==> config.mk <==
export PLATFORM = sky130hd
export DESIGN_NAME = pipc_ctrl
export DESIGN_NICKNAME = d
export VERILOG_FILES = /design/src/shared/pipc_pkg.sv /design/src/logic/pipc_ctrl.sv
export SDC_FILE = /design/constraint.sdc
export NUM_CORES = 1
export LEC_CHECK = 0
export ABC_AREA = 1
export BUFFER_PORTS_ARGS = -buffer_cell sky130_fd_sc_hd__buf_2
export CAP_MARGIN = 20
export CORE_ASPECT_RATIO = 0.75
export CORE_MARGIN = 2
export CORE_UTILIZATION = 55
export DETAILED_ROUTE_END_ITERATION = 10
export PLACE_DENSITY = 0.83
export REMOVE_ABC_BUFFERS = 1
export SLEW_MARGIN = 20
export SYNTH_ARGS = -nofsm -noshare
export SYNTH_HDL_FRONTEND = slang
export SYNTH_SLANG_ARGS = --single-unit
==> constraint.sdc <==
create_clock -name CLK_SYS -period 19.35 [get_ports CLK_SYS]
set_clock_uncertainty 0.15 [all_clocks]
set_input_delay 2.9025 -clock CLK_SYS [delete_from_list [all_inputs] [get_ports CLK_SYS]]
set_output_delay 2.9025 -clock CLK_SYS [all_outputs]
set_load 0.03 [all_outputs]
==> src/shared/pipc_pkg.sv <==
package pipc_pkg;
	// Register indexes; byte address is four times the index
	localparam logic [7:0] IDX_PIN_HI_EN   = 8'h84;
	localparam logic [7:0] IDX_PIN_HI_FLG  = 8'h85;
	localparam logic [7:0] IDX_TCTL        = 8'h88;
	localparam logic [7:0] IDX_MISC_FLG    = 8'h95;
	localparam logic [7:0] IDX_P1_WAKE     = 8'h96;
	localparam logic [7:0] IDX_MAIN_EN     = 8'ha8;
	localparam logic [7:0] IDX_AUX_EN      = 8'ha9;
	localparam logic [7:0] IDX_MAIN_PRI_LO = 8'hb8;
	localparam logic [7:0] IDX_MAIN_PRI_HI = 8'hb9;
	localparam logic [7:0] IDX_AUX_PRI_LO  = 8'hba;
	localparam logic [7:0] IDX_AUX_PRI_HI  = 8'hbb;
	localparam logic [7:0] RST_BYTE        = 8'h00;
	// Main enable fields
	localparam int MAIN_GLOBAL   = 7;
	localparam int MAIN_PIN1     = 2;
	localparam int MAIN_PIN0     = 0;
	localparam logic [7:0] MAIN_MASK = 8'hbf;
	localparam logic [7:0] MAIN_PRI_MASK = 8'h3f;
	// Aux enable fields
	localparam int AUX_SHARED    = 2;
	localparam int AUX_P1_IRQ    = 1;
	// Timer and pin control fields
	localparam int TC_TF1        = 7;
	localparam int TC_TF0        = 5;
	localparam int TC_TR1        = 6;
	localparam int TC_TR0        = 4;
	localparam int TC_PIN1_FLAG  = 3;
	localparam int TC_PIN1_TRIG  = 2;
	localparam int TC_PIN0_FLAG  = 1;
	localparam int TC_PIN0_TRIG  = 0;
	// Miscellaneous flag fields
	localparam int MF_LOW_VOLT   = 7;
	localparam int MF_TOUCH      = 5;
	localparam int MF_ADC        = 4;
	localparam int MF_P1_CHANGE  = 1;
	localparam int MF_TIMER3     = 0;
	localparam logic [7:0] MF_MASK      = 8'hb3;
	localparam logic [7:0] MF_LV_CLEAR  = 8'h7f;
	// Sources in vector order, lowest vector first
	localparam int NSRC          = 14;
	localparam logic [3:0] SRC_PIN0     = 4'h0;
	localparam logic [3:0] SRC_TIMER0   = 4'h1;
	localparam logic [3:0] SRC_PIN1     = 4'h2;
	localparam logic [3:0] SRC_TIMER1   = 4'h3;
	localparam logic [3:0] SRC_P1       = 4'h7;
	localparam int NPERIPH       = 6;
	localparam logic [31:0] WORD_ZERO   = 32'h0000_0000;
endpackage

==> src/logic/pipc_ctrl.sv <==
`timescale 1ns/1ps
// Behaviour
// - Each source's level is its high bit and low bit; 11 is highest.
// - Main pair holds six classic sources; aux pair holds eight newer ones.
// - Global enable 0 blocks all; 1 lets individual enables decide.
// - Pin 0/1 enables gate interrupt and wake; wake ignores global enable.
// - Shared enable gates pins 2-9, their wake, and low-voltage interrupt.
// - Per-pin enables gate pins 9-2 only together with the shared enable.
// - Port1 interrupt enable gates only the request, never wake-up.
// - Port1 wake bits enable wake and change detection per pin.
// - Pin 0/1 trigger bit: 0 low level, 1 falling edge.
// - Pin 0/1 edge flags set on falling edge always; cleared on service.
// - Pins 9-2 edge flags set on falling edge; only software clears them.
// - Pins 2-9 fall-edge only; Port1 triggers on any change.
// - Port1 change flag set by enabled pin change; cleared on service.
// - Writing 0 clears a miscellaneous flag other than low-voltage; writing 1 leaves it.
// - Low-voltage flag is set by hardware, cleared only by writing 7Fh.
// - Halt is refused while an enabled pin 0-9 is low.
// - Aux enables gate UART2, SPI, ADC/touch and timer3 requests.
// - Pending request preempts only a strictly lower running level.
// - Pins 2-9 share one vector with the low-voltage interrupt.
// - Port1 wake does not enter service unless global and Port1 enables allow.
module pipc_ctrl (
	input  wire logic        CLK_SYS,
	input  wire logic        RSTN,
	input  wire logic        PSEL,
	input  wire logic        PENABLE,
	input  wire logic        PWRITE,
	input  wire logic [9:0]  PADDR,
	input  wire logic [31:0] PWDATA,
	output logic      [31:0] PRDATA,
	output logic             PREADY,
	output logic             PSLVERR,
	input  wire logic        EXT_PIN_0,
	input  wire logic        EXT_PIN_1,
	input  wire logic [7:0]  EXT_PINS_2_TO_9,
	input  wire logic [7:0]  PORT1_PINS,
	input  wire logic        LOW_VOLTAGE_DETECTOR,
	input  wire logic        TIMER0_OVF,
	input  wire logic        TIMER1_OVF,
	input  wire logic        TIMER3_OVF,
	input  wire logic        ADC_DONE,
	input  wire logic        TOUCH_DONE,
	input  wire logic [5:0]  PERIPH_REQ,
	input  wire logic        CORE_ACK,
	input  wire logic        CORE_RETI,
	output logic             IRQ_REQ,
	output logic      [3:0]  IRQ_VECTOR,
	output logic      [1:0]  IRQ_LEVEL,
	output logic             WAKEUP,
	output logic             HALT_BLOCK,
	output logic             TIMER0_RUN,
	output logic             TIMER1_RUN
);
	// ****************************************
	// Registers and synchronisers
	// ****************************************
	logic [7:0]  pins_9_to_2_enables;
	logic [7:0]  pins_9_to_2_edge_flags;
	logic [7:0]  tctl;
	logic [7:0]  misc_flg;
	logic [7:0]  port1_wake_enable_bits;
	logic [7:0]  main_en;
	logic [7:0]  aux_en;
	logic [7:0]  main_pri_lo;
	logic [7:0]  main_pri_hi;
	logic [7:0]  aux_pri_lo;
	logic [7:0]  aux_pri_hi;
	logic [3:0]  in_service;
	logic [18:0] pin_s1;
	logic [18:0] pin_s2;
	logic [18:0] pin_d;
	logic [18:0] pin_raw;

	assign pin_raw = {LOW_VOLTAGE_DETECTOR, PORT1_PINS, EXT_PINS_2_TO_9, EXT_PIN_1, EXT_PIN_0};

	always_ff @(posedge CLK_SYS)
	begin
		if (!RSTN)
		begin
			pin_s1 <= 19'h3_ffff;
			pin_s2 <= 19'h3_ffff;
			pin_d  <= 19'h3_ffff;
		end
		else
		begin
			pin_s1 <= pin_raw;
			pin_s2 <= pin_s1;
			pin_d  <= pin_s2;
		end
	end

	logic       ext_pin_0;
	logic       ext_pin_1;
	logic [7:0] ext_pins_2_to_9;
	logic [7:0] port1_now;
	logic       fall_0;
	logic       fall_1;
	logic [7:0] fall_hi;
	logic [7:0] p1_change;
	logic       low_voltage_rise;

	assign ext_pin_0        = pin_s2[0];
	assign ext_pin_1        = pin_s2[1];
	assign ext_pins_2_to_9  = pin_s2[9:2];
	assign port1_now        = pin_s2[17:10];
	assign fall_0           = pin_d[0] & ~pin_s2[0];
	assign fall_1           = pin_d[1] & ~pin_s2[1];
	assign fall_hi          = pin_d[9:2] & ~pin_s2[9:2];
	assign p1_change        = (pin_d[17:10] ^ port1_now) & port1_wake_enable_bits;
	assign low_voltage_rise = pin_s2[18] & ~pin_d[18];

	// ****************************************
	// APB slave
	// ****************************************
	logic       setup_ph;
	logic       wr_en;
	logic [7:0] idx;
	logic [7:0] wbyte;
	logic       mapped;
	logic [7:0] rbyte;

	assign setup_ph = PSEL & ~PENABLE;
	assign wr_en    = PSEL & PENABLE & PREADY & PWRITE & ~PSLVERR;
	assign idx      = PADDR[9:2];
	assign wbyte    = PWDATA[7:0];

	always_comb
	begin
		mapped = 1'b1;
		rbyte  = pipc_pkg::RST_BYTE;
		unique case (idx)
			pipc_pkg::IDX_PIN_HI_EN:   rbyte = pins_9_to_2_enables;
			pipc_pkg::IDX_PIN_HI_FLG:  rbyte = pins_9_to_2_edge_flags;
			pipc_pkg::IDX_TCTL:        rbyte = tctl;
			pipc_pkg::IDX_MISC_FLG:    rbyte = misc_flg;
			pipc_pkg::IDX_P1_WAKE:     rbyte = port1_wake_enable_bits;
			pipc_pkg::IDX_MAIN_EN:     rbyte = main_en;
			pipc_pkg::IDX_AUX_EN:      rbyte = aux_en;
			pipc_pkg::IDX_MAIN_PRI_LO: rbyte = main_pri_lo;
			pipc_pkg::IDX_MAIN_PRI_HI: rbyte = main_pri_hi;
			pipc_pkg::IDX_AUX_PRI_LO:  rbyte = aux_pri_lo;
			pipc_pkg::IDX_AUX_PRI_HI:  rbyte = aux_pri_hi;
			default:                   mapped = 1'b0;
		endcase
	end

	always_ff @(posedge CLK_SYS)
	begin
		if (!RSTN)
		begin
			PREADY  <= 1'b0;
			PSLVERR <= 1'b0;
			PRDATA  <= pipc_pkg::WORD_ZERO;
		end
		else
		begin
			PREADY  <= setup_ph;
			PSLVERR <= setup_ph & ~mapped;
			if (setup_ph)
				PRDATA <= {24'h00_0000, rbyte};
		end
	end

	function automatic logic wr_hit(input logic [7:0] target);
		return wr_en && idx == target;
	endfunction

	// ****************************************
	// Plain control registers
	// ****************************************
	always_ff @(posedge CLK_SYS)
	begin
		if (!RSTN)
		begin
			pins_9_to_2_enables    <= pipc_pkg::RST_BYTE;
			port1_wake_enable_bits <= pipc_pkg::RST_BYTE;
			main_en                <= pipc_pkg::RST_BYTE;
			aux_en                 <= pipc_pkg::RST_BYTE;
			main_pri_lo            <= pipc_pkg::RST_BYTE;
			main_pri_hi            <= pipc_pkg::RST_BYTE;
			aux_pri_lo             <= pipc_pkg::RST_BYTE;
			aux_pri_hi             <= pipc_pkg::RST_BYTE;
		end
		else
		begin
			if (wr_hit(pipc_pkg::IDX_PIN_HI_EN))
				pins_9_to_2_enables <= wbyte;
			if (wr_hit(pipc_pkg::IDX_P1_WAKE))
				port1_wake_enable_bits <= wbyte;
			if (wr_hit(pipc_pkg::IDX_MAIN_EN))
				main_en <= wbyte & pipc_pkg::MAIN_MASK;
			if (wr_hit(pipc_pkg::IDX_AUX_EN))
				aux_en <= wbyte;
			if (wr_hit(pipc_pkg::IDX_MAIN_PRI_LO))
				main_pri_lo <= wbyte & pipc_pkg::MAIN_PRI_MASK;
			if (wr_hit(pipc_pkg::IDX_MAIN_PRI_HI))
				main_pri_hi <= wbyte & pipc_pkg::MAIN_PRI_MASK;
			if (wr_hit(pipc_pkg::IDX_AUX_PRI_LO))
				aux_pri_lo <= wbyte;
			if (wr_hit(pipc_pkg::IDX_AUX_PRI_HI))
				aux_pri_hi <= wbyte;
		end
	end

	// ****************************************
	// Flags, set wins over clear
	// ****************************************
	logic       ack_now;
	logic [3:0] ack_vec;

	assign ack_now = CORE_ACK & IRQ_REQ;
	assign ack_vec = IRQ_VECTOR;

	always_ff @(posedge CLK_SYS)
	begin
		if (!RSTN)
			pins_9_to_2_edge_flags <= pipc_pkg::RST_BYTE;
		else if (wr_hit(pipc_pkg::IDX_PIN_HI_FLG))
			pins_9_to_2_edge_flags <= (pins_9_to_2_edge_flags & wbyte) | fall_hi;
		else
			pins_9_to_2_edge_flags <= pins_9_to_2_edge_flags | fall_hi;
	end

	logic [7:0] tctl_base;
	logic [7:0] tctl_set;
	logic [7:0] tctl_clr;

	always_comb
	begin
		tctl_base = wr_hit(pipc_pkg::IDX_TCTL) ? wbyte : tctl;
		tctl_set  = 8'h00;
		tctl_clr  = 8'h00;
		tctl_set[pipc_pkg::TC_PIN0_FLAG] = fall_0;
		tctl_set[pipc_pkg::TC_PIN1_FLAG] = fall_1;
		tctl_set[pipc_pkg::TC_TF0]       = TIMER0_OVF;
		tctl_set[pipc_pkg::TC_TF1]       = TIMER1_OVF;
		if (ack_now)
		begin
			tctl_clr[pipc_pkg::TC_PIN0_FLAG] = ack_vec == pipc_pkg::SRC_PIN0;
			tctl_clr[pipc_pkg::TC_PIN1_FLAG] = ack_vec == pipc_pkg::SRC_PIN1;
			tctl_clr[pipc_pkg::TC_TF0]       = ack_vec == pipc_pkg::SRC_TIMER0;
			tctl_clr[pipc_pkg::TC_TF1]       = ack_vec == pipc_pkg::SRC_TIMER1;
		end
	end

	always_ff @(posedge CLK_SYS)
	begin
		if (!RSTN)
			tctl <= pipc_pkg::RST_BYTE;
		else
			tctl <= (tctl_base & ~tctl_clr) | tctl_set;
	end

	logic [7:0] misc_keep;
	logic [7:0] misc_set;

	always_comb
	begin
		misc_keep = misc_flg;
		if (wr_hit(pipc_pkg::IDX_MISC_FLG))
		begin
			misc_keep = misc_flg & wbyte;
			misc_keep[pipc_pkg::MF_LOW_VOLT] = misc_flg[pipc_pkg::MF_LOW_VOLT]
				& (wbyte != pipc_pkg::MF_LV_CLEAR);
		end
		if (ack_now && ack_vec == pipc_pkg::SRC_P1)
			misc_keep[pipc_pkg::MF_P1_CHANGE] = 1'b0;
		misc_set = 8'h00;
		misc_set[pipc_pkg::MF_LOW_VOLT]  = low_voltage_rise;
		misc_set[pipc_pkg::MF_TOUCH]     = TOUCH_DONE;
		misc_set[pipc_pkg::MF_ADC]       = ADC_DONE;
		misc_set[pipc_pkg::MF_P1_CHANGE] = |p1_change;
		misc_set[pipc_pkg::MF_TIMER3]    = TIMER3_OVF;
	end

	always_ff @(posedge CLK_SYS)
	begin
		if (!RSTN)
			misc_flg <= pipc_pkg::RST_BYTE;
		else
			misc_flg <= (misc_keep | misc_set) & pipc_pkg::MF_MASK;
	end

	// ****************************************
	// Source requests and levels
	// ****************************************
	logic [pipc_pkg::NSRC-1:0] raw_req;
	logic [pipc_pkg::NSRC-1:0] src_en;
	logic [pipc_pkg::NSRC-1:0] pend;
	logic [pipc_pkg::NSRC-1:0] pri_hi;
	logic [pipc_pkg::NSRC-1:0] pri_lo;
	logic                      pin0_req;
	logic                      pin1_req;
	logic                      shared_req;

	assign pin0_req = tctl[pipc_pkg::TC_PIN0_TRIG] ? tctl[pipc_pkg::TC_PIN0_FLAG]
		: ~ext_pin_0;
	assign pin1_req = tctl[pipc_pkg::TC_PIN1_TRIG] ? tctl[pipc_pkg::TC_PIN1_FLAG]
		: ~ext_pin_1;
	assign shared_req = |(pins_9_to_2_edge_flags & pins_9_to_2_enables)
		| misc_flg[pipc_pkg::MF_LOW_VOLT];

	// Vector order: pin0 t0 pin1 t1 uart1 t2 t3 p1 shared adc spi uart2 i2c pwm
	assign raw_req = {PERIPH_REQ[5:2],
		misc_flg[pipc_pkg::MF_ADC] | misc_flg[pipc_pkg::MF_TOUCH],
		shared_req, misc_flg[pipc_pkg::MF_P1_CHANGE], misc_flg[pipc_pkg::MF_TIMER3],
		PERIPH_REQ[1:0], tctl[pipc_pkg::TC_TF1], pin1_req,
		tctl[pipc_pkg::TC_TF0], pin0_req};
	assign src_en  = {aux_en[7:3], aux_en[2:0], main_en[5:0]};
	assign pri_hi  = {aux_pri_hi[7:3], aux_pri_hi[2], aux_pri_hi[1], aux_pri_hi[0],
		main_pri_hi[5:0]};
	assign pri_lo  = {aux_pri_lo[7:3], aux_pri_lo[2], aux_pri_lo[1], aux_pri_lo[0],
		main_pri_lo[5:0]};
	assign pend    = raw_req & src_en & {pipc_pkg::NSRC{main_en[pipc_pkg::MAIN_GLOBAL]}};

	// ****************************************
	// Arbitration
	// ****************************************
	logic       found;
	logic [3:0] best_vec;
	logic [1:0] best_lvl;
	logic [1:0] src_lvl;
	logic       preempt_ok;
	logic [1:0] run_lvl;

	always_comb
	begin
		found    = 1'b0;
		best_vec = 4'h0;
		best_lvl = 2'b00;
		src_lvl  = 2'b00;
		for (int i = pipc_pkg::NSRC - 1; i >= 0; i--)
		begin
			src_lvl = {pri_hi[i], pri_lo[i]};
			if (pend[i] && (!found || src_lvl >= best_lvl))
			begin
				found    = 1'b1;
				best_vec = 4'(i);
				best_lvl = src_lvl;
			end
		end
	end

	always_comb
	begin
		run_lvl = 2'b00;
		for (int l = 0; l < 4; l++)
			if (in_service[l])
				run_lvl = 2'(l);
		preempt_ok = (in_service == 4'h0) || (best_lvl > run_lvl);
	end

	always_ff @(posedge CLK_SYS)
	begin
		if (!RSTN)
		begin
			IRQ_REQ    <= 1'b0;
			IRQ_VECTOR <= 4'h0;
			IRQ_LEVEL  <= 2'b00;
		end
		else
		begin
			IRQ_REQ    <= found & preempt_ok & ~ack_now;
			IRQ_VECTOR <= best_vec;
			IRQ_LEVEL  <= best_lvl;
		end
	end

	// Nesting by level; return ends the highest running level
	logic [3:0] top_bit;

	always_comb
	begin
		top_bit = 4'h0;
		for (int l = 0; l < 4; l++)
			if (in_service[l])
				top_bit = 4'h1 << l;
	end

	always_ff @(posedge CLK_SYS)
	begin
		if (!RSTN)
			in_service <= 4'h0;
		else if (ack_now)
			in_service <= in_service | (4'h1 << IRQ_LEVEL);
		else if (CORE_RETI)
			in_service <= in_service & ~top_bit;
	end

	// ****************************************
	// Wake-up and halt refusal
	// ****************************************
	logic       low_0;
	logic       low_1;
	logic [7:0] low_hi;
	logic       hi_gate;

	assign hi_gate = aux_en[pipc_pkg::AUX_SHARED];
	assign low_0   = main_en[pipc_pkg::MAIN_PIN0] & ~ext_pin_0;
	assign low_1   = main_en[pipc_pkg::MAIN_PIN1] & ~ext_pin_1;
	assign low_hi  = pins_9_to_2_enables & ~ext_pins_2_to_9 & {8{hi_gate}};

	always_ff @(posedge CLK_SYS)
	begin
		if (!RSTN)
		begin
			WAKEUP     <= 1'b0;
			HALT_BLOCK <= 1'b0;
			TIMER0_RUN <= 1'b0;
			TIMER1_RUN <= 1'b0;
		end
		else
		begin
			WAKEUP     <= low_0 | low_1 | (|low_hi) | (|p1_change);
			HALT_BLOCK <= low_0 | low_1 | (|low_hi);
			TIMER0_RUN <= tctl[pipc_pkg::TC_TR0];
			TIMER1_RUN <= tctl[pipc_pkg::TC_TR1];
		end
	end
endmodule

# Word level (Yosys, flattened, before mapping)
# Cells that the tools add are included.
[totals]
register_bits = 165
in_bits = 79
out_inout_bits = 45
word_cells = 233
[op_classes]
n_lt_le_gt_ge = 14
eq_ne = 16
shift = 1
n_mux = 62
bitwise = 48
reduce_logical = 63
[ops]
columns = ["op", "n"]
rows = [
  ["$eq A8 B8 Y1 const B", 11],
  ["$pmux W8 S11", 1],
  ["$and A8 B8 Y8", 7],
  ["$mux W4", 11],
  ["$mux W2", 18],
  ["$or A8 B8 Y8", 4],
  ["$and A14 B14 Y14", 2],
  ["$ge A2 B2 Y1", 13],
  ["$logic_and A1 B1 Y1", 25],
  ["$mux W1", 25],
  ["$mux W8", 3],
  ["$reduce_or A8 Y1", 3],
  ["$not A8 Y8", 2],
  ["$and A1 B1 Y1", 15],
  ["$logic_or A1 B1 Y1", 14],
  ["$logic_not A1 Y1", 13],
  ["$mux W3", 4],
  ["$reduce_or A11 Y1", 1],
  ["$reduce_or A9 Y1", 1],
  ["$eq A4 B2 Y1 const B", 2],
  ["$logic_not A4 Y1", 2],
  ["$ne A8 B7 Y1 const B", 1],
  ["$not A1 Y1", 8],
  ["$xor A8 B8 Y8", 1],
  ["13 further kinds", 17],
]

# Logic depth before layout (Yosys ltp)
[logic_depth]
depth_word = 62
depth_mapped = 115
ltp_nobuf = 114

# Worst setup path before layout
# OpenSTA, ideal clock, no wires.
[synth_path]
kind = "input -> register"
from = "input port PERIPH_REQ[5]"
to = "register IRQ_REQ"
setup_time_ns = 0.124
arrival_ns = 14.057
t_required_ns = 19.076
setup_slack_ns = 5.019
stages = 100
path_buffers = 0
path_cell_list = "nand3_4 -> nor2_1 -> ha_1 -> o21ai_0 -> nand2_1 -> nand2_1 -> nand2_1 -> and2_1 -> ha_1 -> nand2_1 -> nand3_1 -> nand2_2 -> nand2_1 -> o21ai_2 -> ha_1 -> o21ai_0 -> nand3b_1 -> nand2_1 -> [64 not listed] -> nand2_1 -> inv_1 -> nand2_1 -> and2_1 -> ha_1 -> a21oi_1 -> o211ai_1 -> nand2_1 -> nand3_1 -> nand2_1 -> inv_1 -> ha_1 -> inv_1 -> nor2_1 -> o21ai_0 -> o21ai_0 -> o311ai_0 -> inv_1"
[synth_via]
elab_chain_len = 59
elab_cells_between_ends = 86
cone_classes = "14 x order compare; 28 x mux; 4 x bitwise; 40 x reduce/logical"
[synth_lines]
columns = ["element", "line", "source"]
rows = [
  ["start: declaration", "pipc_ctrl.sv:44", "input wire logic [5:0] PERIPH_REQ,"],
  ["$and A14 B14 Y14 * (2 in a row)", "pipc_ctrl.sv:315", "assign pend = raw_req & src_en & {pipc_pkg::NSRC{main_en[pipc_pkg::MAIN_GLOBAL]}};"],
  ["$mux W2 or $mux W1 (tied branches)", "pipc_ctrl.sv:336", "if (pend[i] && (!found || src_lvl >= best_lvl))"],
  ["$ge A2 B2 Y1 or $logic_not A1 Y1 (tied branches)", "pipc_ctrl.sv:336", ""],
  ["$logic_or A1 B1 Y1", "pipc_ctrl.sv:336", ""],
  ["$logic_and A1 B1 Y1", "pipc_ctrl.sv:336", ""],
  ["$mux W2 or $mux W1 (tied branches)", "pipc_ctrl.sv:336", ""],
  ["$ge A2 B2 Y1 or $logic_not A1 Y1 (tied branches)", "pipc_ctrl.sv:336", ""],
  ["$logic_or A1 B1 Y1", "pipc_ctrl.sv:336", ""],
  ["[42 not listed]", "n/a", ""],
  ["$ge A2 B2 Y1 or $logic_not A1 Y1 (tied branches)", "pipc_ctrl.sv:336", ""],
  ["$logic_or A1 B1 Y1", "pipc_ctrl.sv:336", ""],
  ["$logic_and A1 B1 Y1", "pipc_ctrl.sv:336", ""],
  ["$mux W2 *", "pipc_ctrl.sv:336", ""],
  ["via best_lvl[1]", "pipc_ctrl.sv:322", "logic [1:0] best_lvl;"],
  ["$gt A2 B2 Y1 *", "pipc_ctrl.sv:351", "preempt_ok = (in_service == 4'h0) || (best_lvl > run_lvl);"],
  ["$logic_or A1 B1 Y1 *", "pipc_ctrl.sv:351", ""],
  ["$and A1 B1 Y1 * (2 in a row)", "pipc_ctrl.sv:364", "IRQ_REQ <= found & preempt_ok & ~ack_now;"],
  ["end signal: assignment", "pipc_ctrl.sv:364", ""],
  ["end: declaration", "pipc_ctrl.sv:47", "output logic IRQ_REQ,"],
]
# Mark *: on every way through the listed nets, which the timed path passes. The rest lies on a longest branch.
# A chain may end at the register's enable or synchronous reset.

# Final worst setup path
# Same ends and word-level chain as after synthesis.

==> flow_summary.json <==
{
  "grt_use_total_pct": 28.4,
  "powerDensity_mw_per_mm2": 80.4,
  "netlist_top_cells_area": "dfxtp_1, inv_1, nand2_1",
  "ir_worst_vdd_mv": 0.0742,
  "synth_common_cells": "dfxtp_1, inv_1, nand2_1, a21oi_1, o21ai_0",
  "max-cap-violations": 0,
  "worstSetupPathType": "input pin to register",
  "dp_hpwl_um": 14600,
  "portBuffers": 73,
  "synth_top_cell_by_area": "dfxtp_1",
  "max_slew_margin_pct": 33.9,
  "overflow": 0,
  "first_iter_violations": 1010,
  "tns_ps": 0,
  "placed_cells": 1229,
  "hp-class": "register to register",
  "initial_core_util_pct": 56.2,
  "p_leak_nw": 3.68,
  "ys_seq_area_share_pct": 42.2,
  "setup_violations": 0,
  "ios": 124,
  "path_clk_slew_ps": 70,
  "outcome": "complete, no violations",
  "num-nets-final": 1175,
  "clk_latency_ps": 430,
  "post-cts-setup-buffers": 0,
  "grt_max_degree": 83,
  "area_growth_syn_to_layout_pct": 12.2,
  "synth_ff_type": "dfxtp_1",
  "cts_resized": 0,
  "antenna_cells": 0,
  "arrival_ps": 15950,
  "yosys_warnings": 0,
  "worst_pin_slew_ps": 984,
  "grt_pass1_vias": 6399,
  "fillers": 1158,
  "cpPeakStageDelay_ps": 300,
  "cts_hold_buf": 0,
  "fin_crit_ps": 15790,
  "cp.required_ps": 19510,
  "synth_seq_cells": 162,
  "wirelength_um": 20500,
  "routabilityCongestion": 0.975,
  "coreArea_mm2": 0.0137,
  "chipWidth_um": 140,
  "cts_tree": "done",
  "numCtsBuffers": 17,
  "wire_per_inst_um": 16.3,
  "fmax_mhz": 63.3,
  "rsz0062_at_grt": "false",
  "die_h_um": 106,
  "ant_nets": 0,
  "cts_buffer_depth": 2,
  "cts_root_buf": "clkbuf_16",
  "cp_max_fo": 6,
  "cts.sinks": 162,
  "grt_pass1_wl_um": 33100,
  "drc": 0,
  "cp_top_family": "simple AND/OR/NAND/NOR gates",
  "end_kind": "register",
  "netlist-cell-type-count": 44,
  "cpMaxStageDelayCell": "o21ai_0",
  "fin_crit_sh_pct": 81.6,
  "critPathBufInv": 14,
  "syn-instance-count": 1011,
  "post_synth.cell_area_avg_um2": 7.60,
  "drive_above_1_share_pct": 18.0,
  "drtPass1Iterations": 6,
  "syn_area_mm2": 0.00768,
  "rows": 37,
  "crit_path_start_kind": "input pin",
  "routed-via-count": 7022,
  "fin_cells": 1260,
  "async_flop_share_pct": 0,
  "routed_via_density": 5.57,
  "hold_ws_ps": 262,
  "synth_edf_count": 0,
  "p_total_uw": 693,
  "h-tree-depth": 4,
  "die-area_mm2": 0.0149,
  "yosysTopAreaCellShare_pct": 42.2,
  "hold_viol": 0,
  "crit_top_cell": "nand2_1",
  "slew_violations": 0,
  "yosysMostFrequentCell": "dfxtp_1",
  "antenna_found_initial": 0
}
==> sequential cells by signal, summed over array words and instances (netlist names), 4 cells and up <==
signal / cells
pin_d: 19
pin_s1: 19
pin_s2: 19
PRDATA: 8
aux_en: 8
aux_pri_hi: 8
aux_pri_lo: 8
pins_9_to_2_edge_flags: 8
pins_9_to_2_enables: 8
port1_wake_enable_bits: 8
tctl: 8
main_en: 7
main_pri_hi: 6
main_pri_lo: 6
misc_flg: 5
IRQ_VECTOR: 4
in_service: 4
==> layout make-up <==
class                      instances  area (um^2)  share of cell area [%]
inverter                         160          601                    6.97
clock buffer                      18          429                    4.98
clock inverter                    13          118                    1.36
sequential                       162         3240                    37.6
tap                              175          219                    2.54
multi-input combinational        656         3620                    42.0
timing repair buffer              76          388                    4.50
==> layer usage <==
metal,up-vias,share of wire [%],track usage [%]
met5,-,0,0
met4,0,1.8,8.30
met3,41,9.7,6.22
met2,321,45,44.6
met1,3231,43,39.3
li1,3429,-,-
==> cell usage in the layout, fill, tap and decap left out, drive strengths merged, types with 2 or more instances in the layout <==
master | netlist | layout
dfxtp | 162 | 162
nand2 | 154 | 154
and2 | 4 | 4
nand3b | 5 | 5
clkinvlp | 0 | 3
o31ai | 2 | 2
o21a | 4 | 4
conb | 1 | 24
a221oi | 13 | 13
nor4 | 4 | 4
a21oi | 98 | 98
or2 | 46 | 46
clkinv | 1 | 4
buf | 25 | 76
clkbuf | 31 | 18
o22ai | 21 | 21
nand4 | 9 | 9
nor2 | 52 | 52
nand3 | 52 | 52
o211ai | 4 | 4
a31oi | 2 | 2
xnor2 | 2 | 2
o2111ai | 3 | 3
nor3 | 17 | 17
a211oi | 4 | 4
inv | 159 | 166
o41ai | 6 | 6
o221ai | 4 | 4
o21ai | 98 | 98
ha | 23 | 23
==> stage by stage <==
stage | utilization [%] | cell area [um^2] | worst slack, ps
after floorplan | - | 7460 | 5000
after global placement | 59.1 | 8070 | 3720
after detailed placement | 59.1 | 8070 | 3380
after CTS | 63.1 | 8620 | 3760
after global routing | 63.1 | 8620 | 1940
final | 63.1 | 8620 | 3560
==> power breakdown <==
part / total [mW] / leakage [nW] / switching, mW / internal [mW]
Combinational: 0.0354 / 2.10 / 0.0248 / 0.0106
Sequential: 0.344 / 1.32 / 0.00381 / 0.340
Clock: 0.313 / 0.258 / 0.146 / 0.168
==> worst paths after layout <==
path                 start    endpoint  slack, ps  cells past startpoint
max          PERIPH_REQ[5]     IRQ_REQ       3560                    103
min             pin_s1[18]  pin_s2[18]        260                      2
max reg2reg     main_en[7]     IRQ_REQ       5340                    102
min reg2reg     pin_s1[18]  pin_s2[18]        260                      2
==> cell families (layout without fill, tap and decap cells) <==
logic type      Yosys count  count (layout)  share of synthesized area [%]
compound gates          263             263                           19.5
other cells               1              24                         0.0488
fa+ha+maj                23              23                           3.75
flops                   162             162                           42.2
simple gates            344             344                           22.5
buf+inv                 216             267                           11.8
xor+xnor                  2               2                          0.228
==> worst register-to-register path, delay by kind of cell, from the launching register on <==
kind | cells | cell delay (ps)
buffers and inverters | 13 | 900
AOI/OAI and AO/OA | 24 | 3210
and+or+nand+nor | 51 | 5130
DFF | 1 | 710
adders and majority gates | 14 | 3800
No activity file was read; power rests on OpenSTA's default activity.
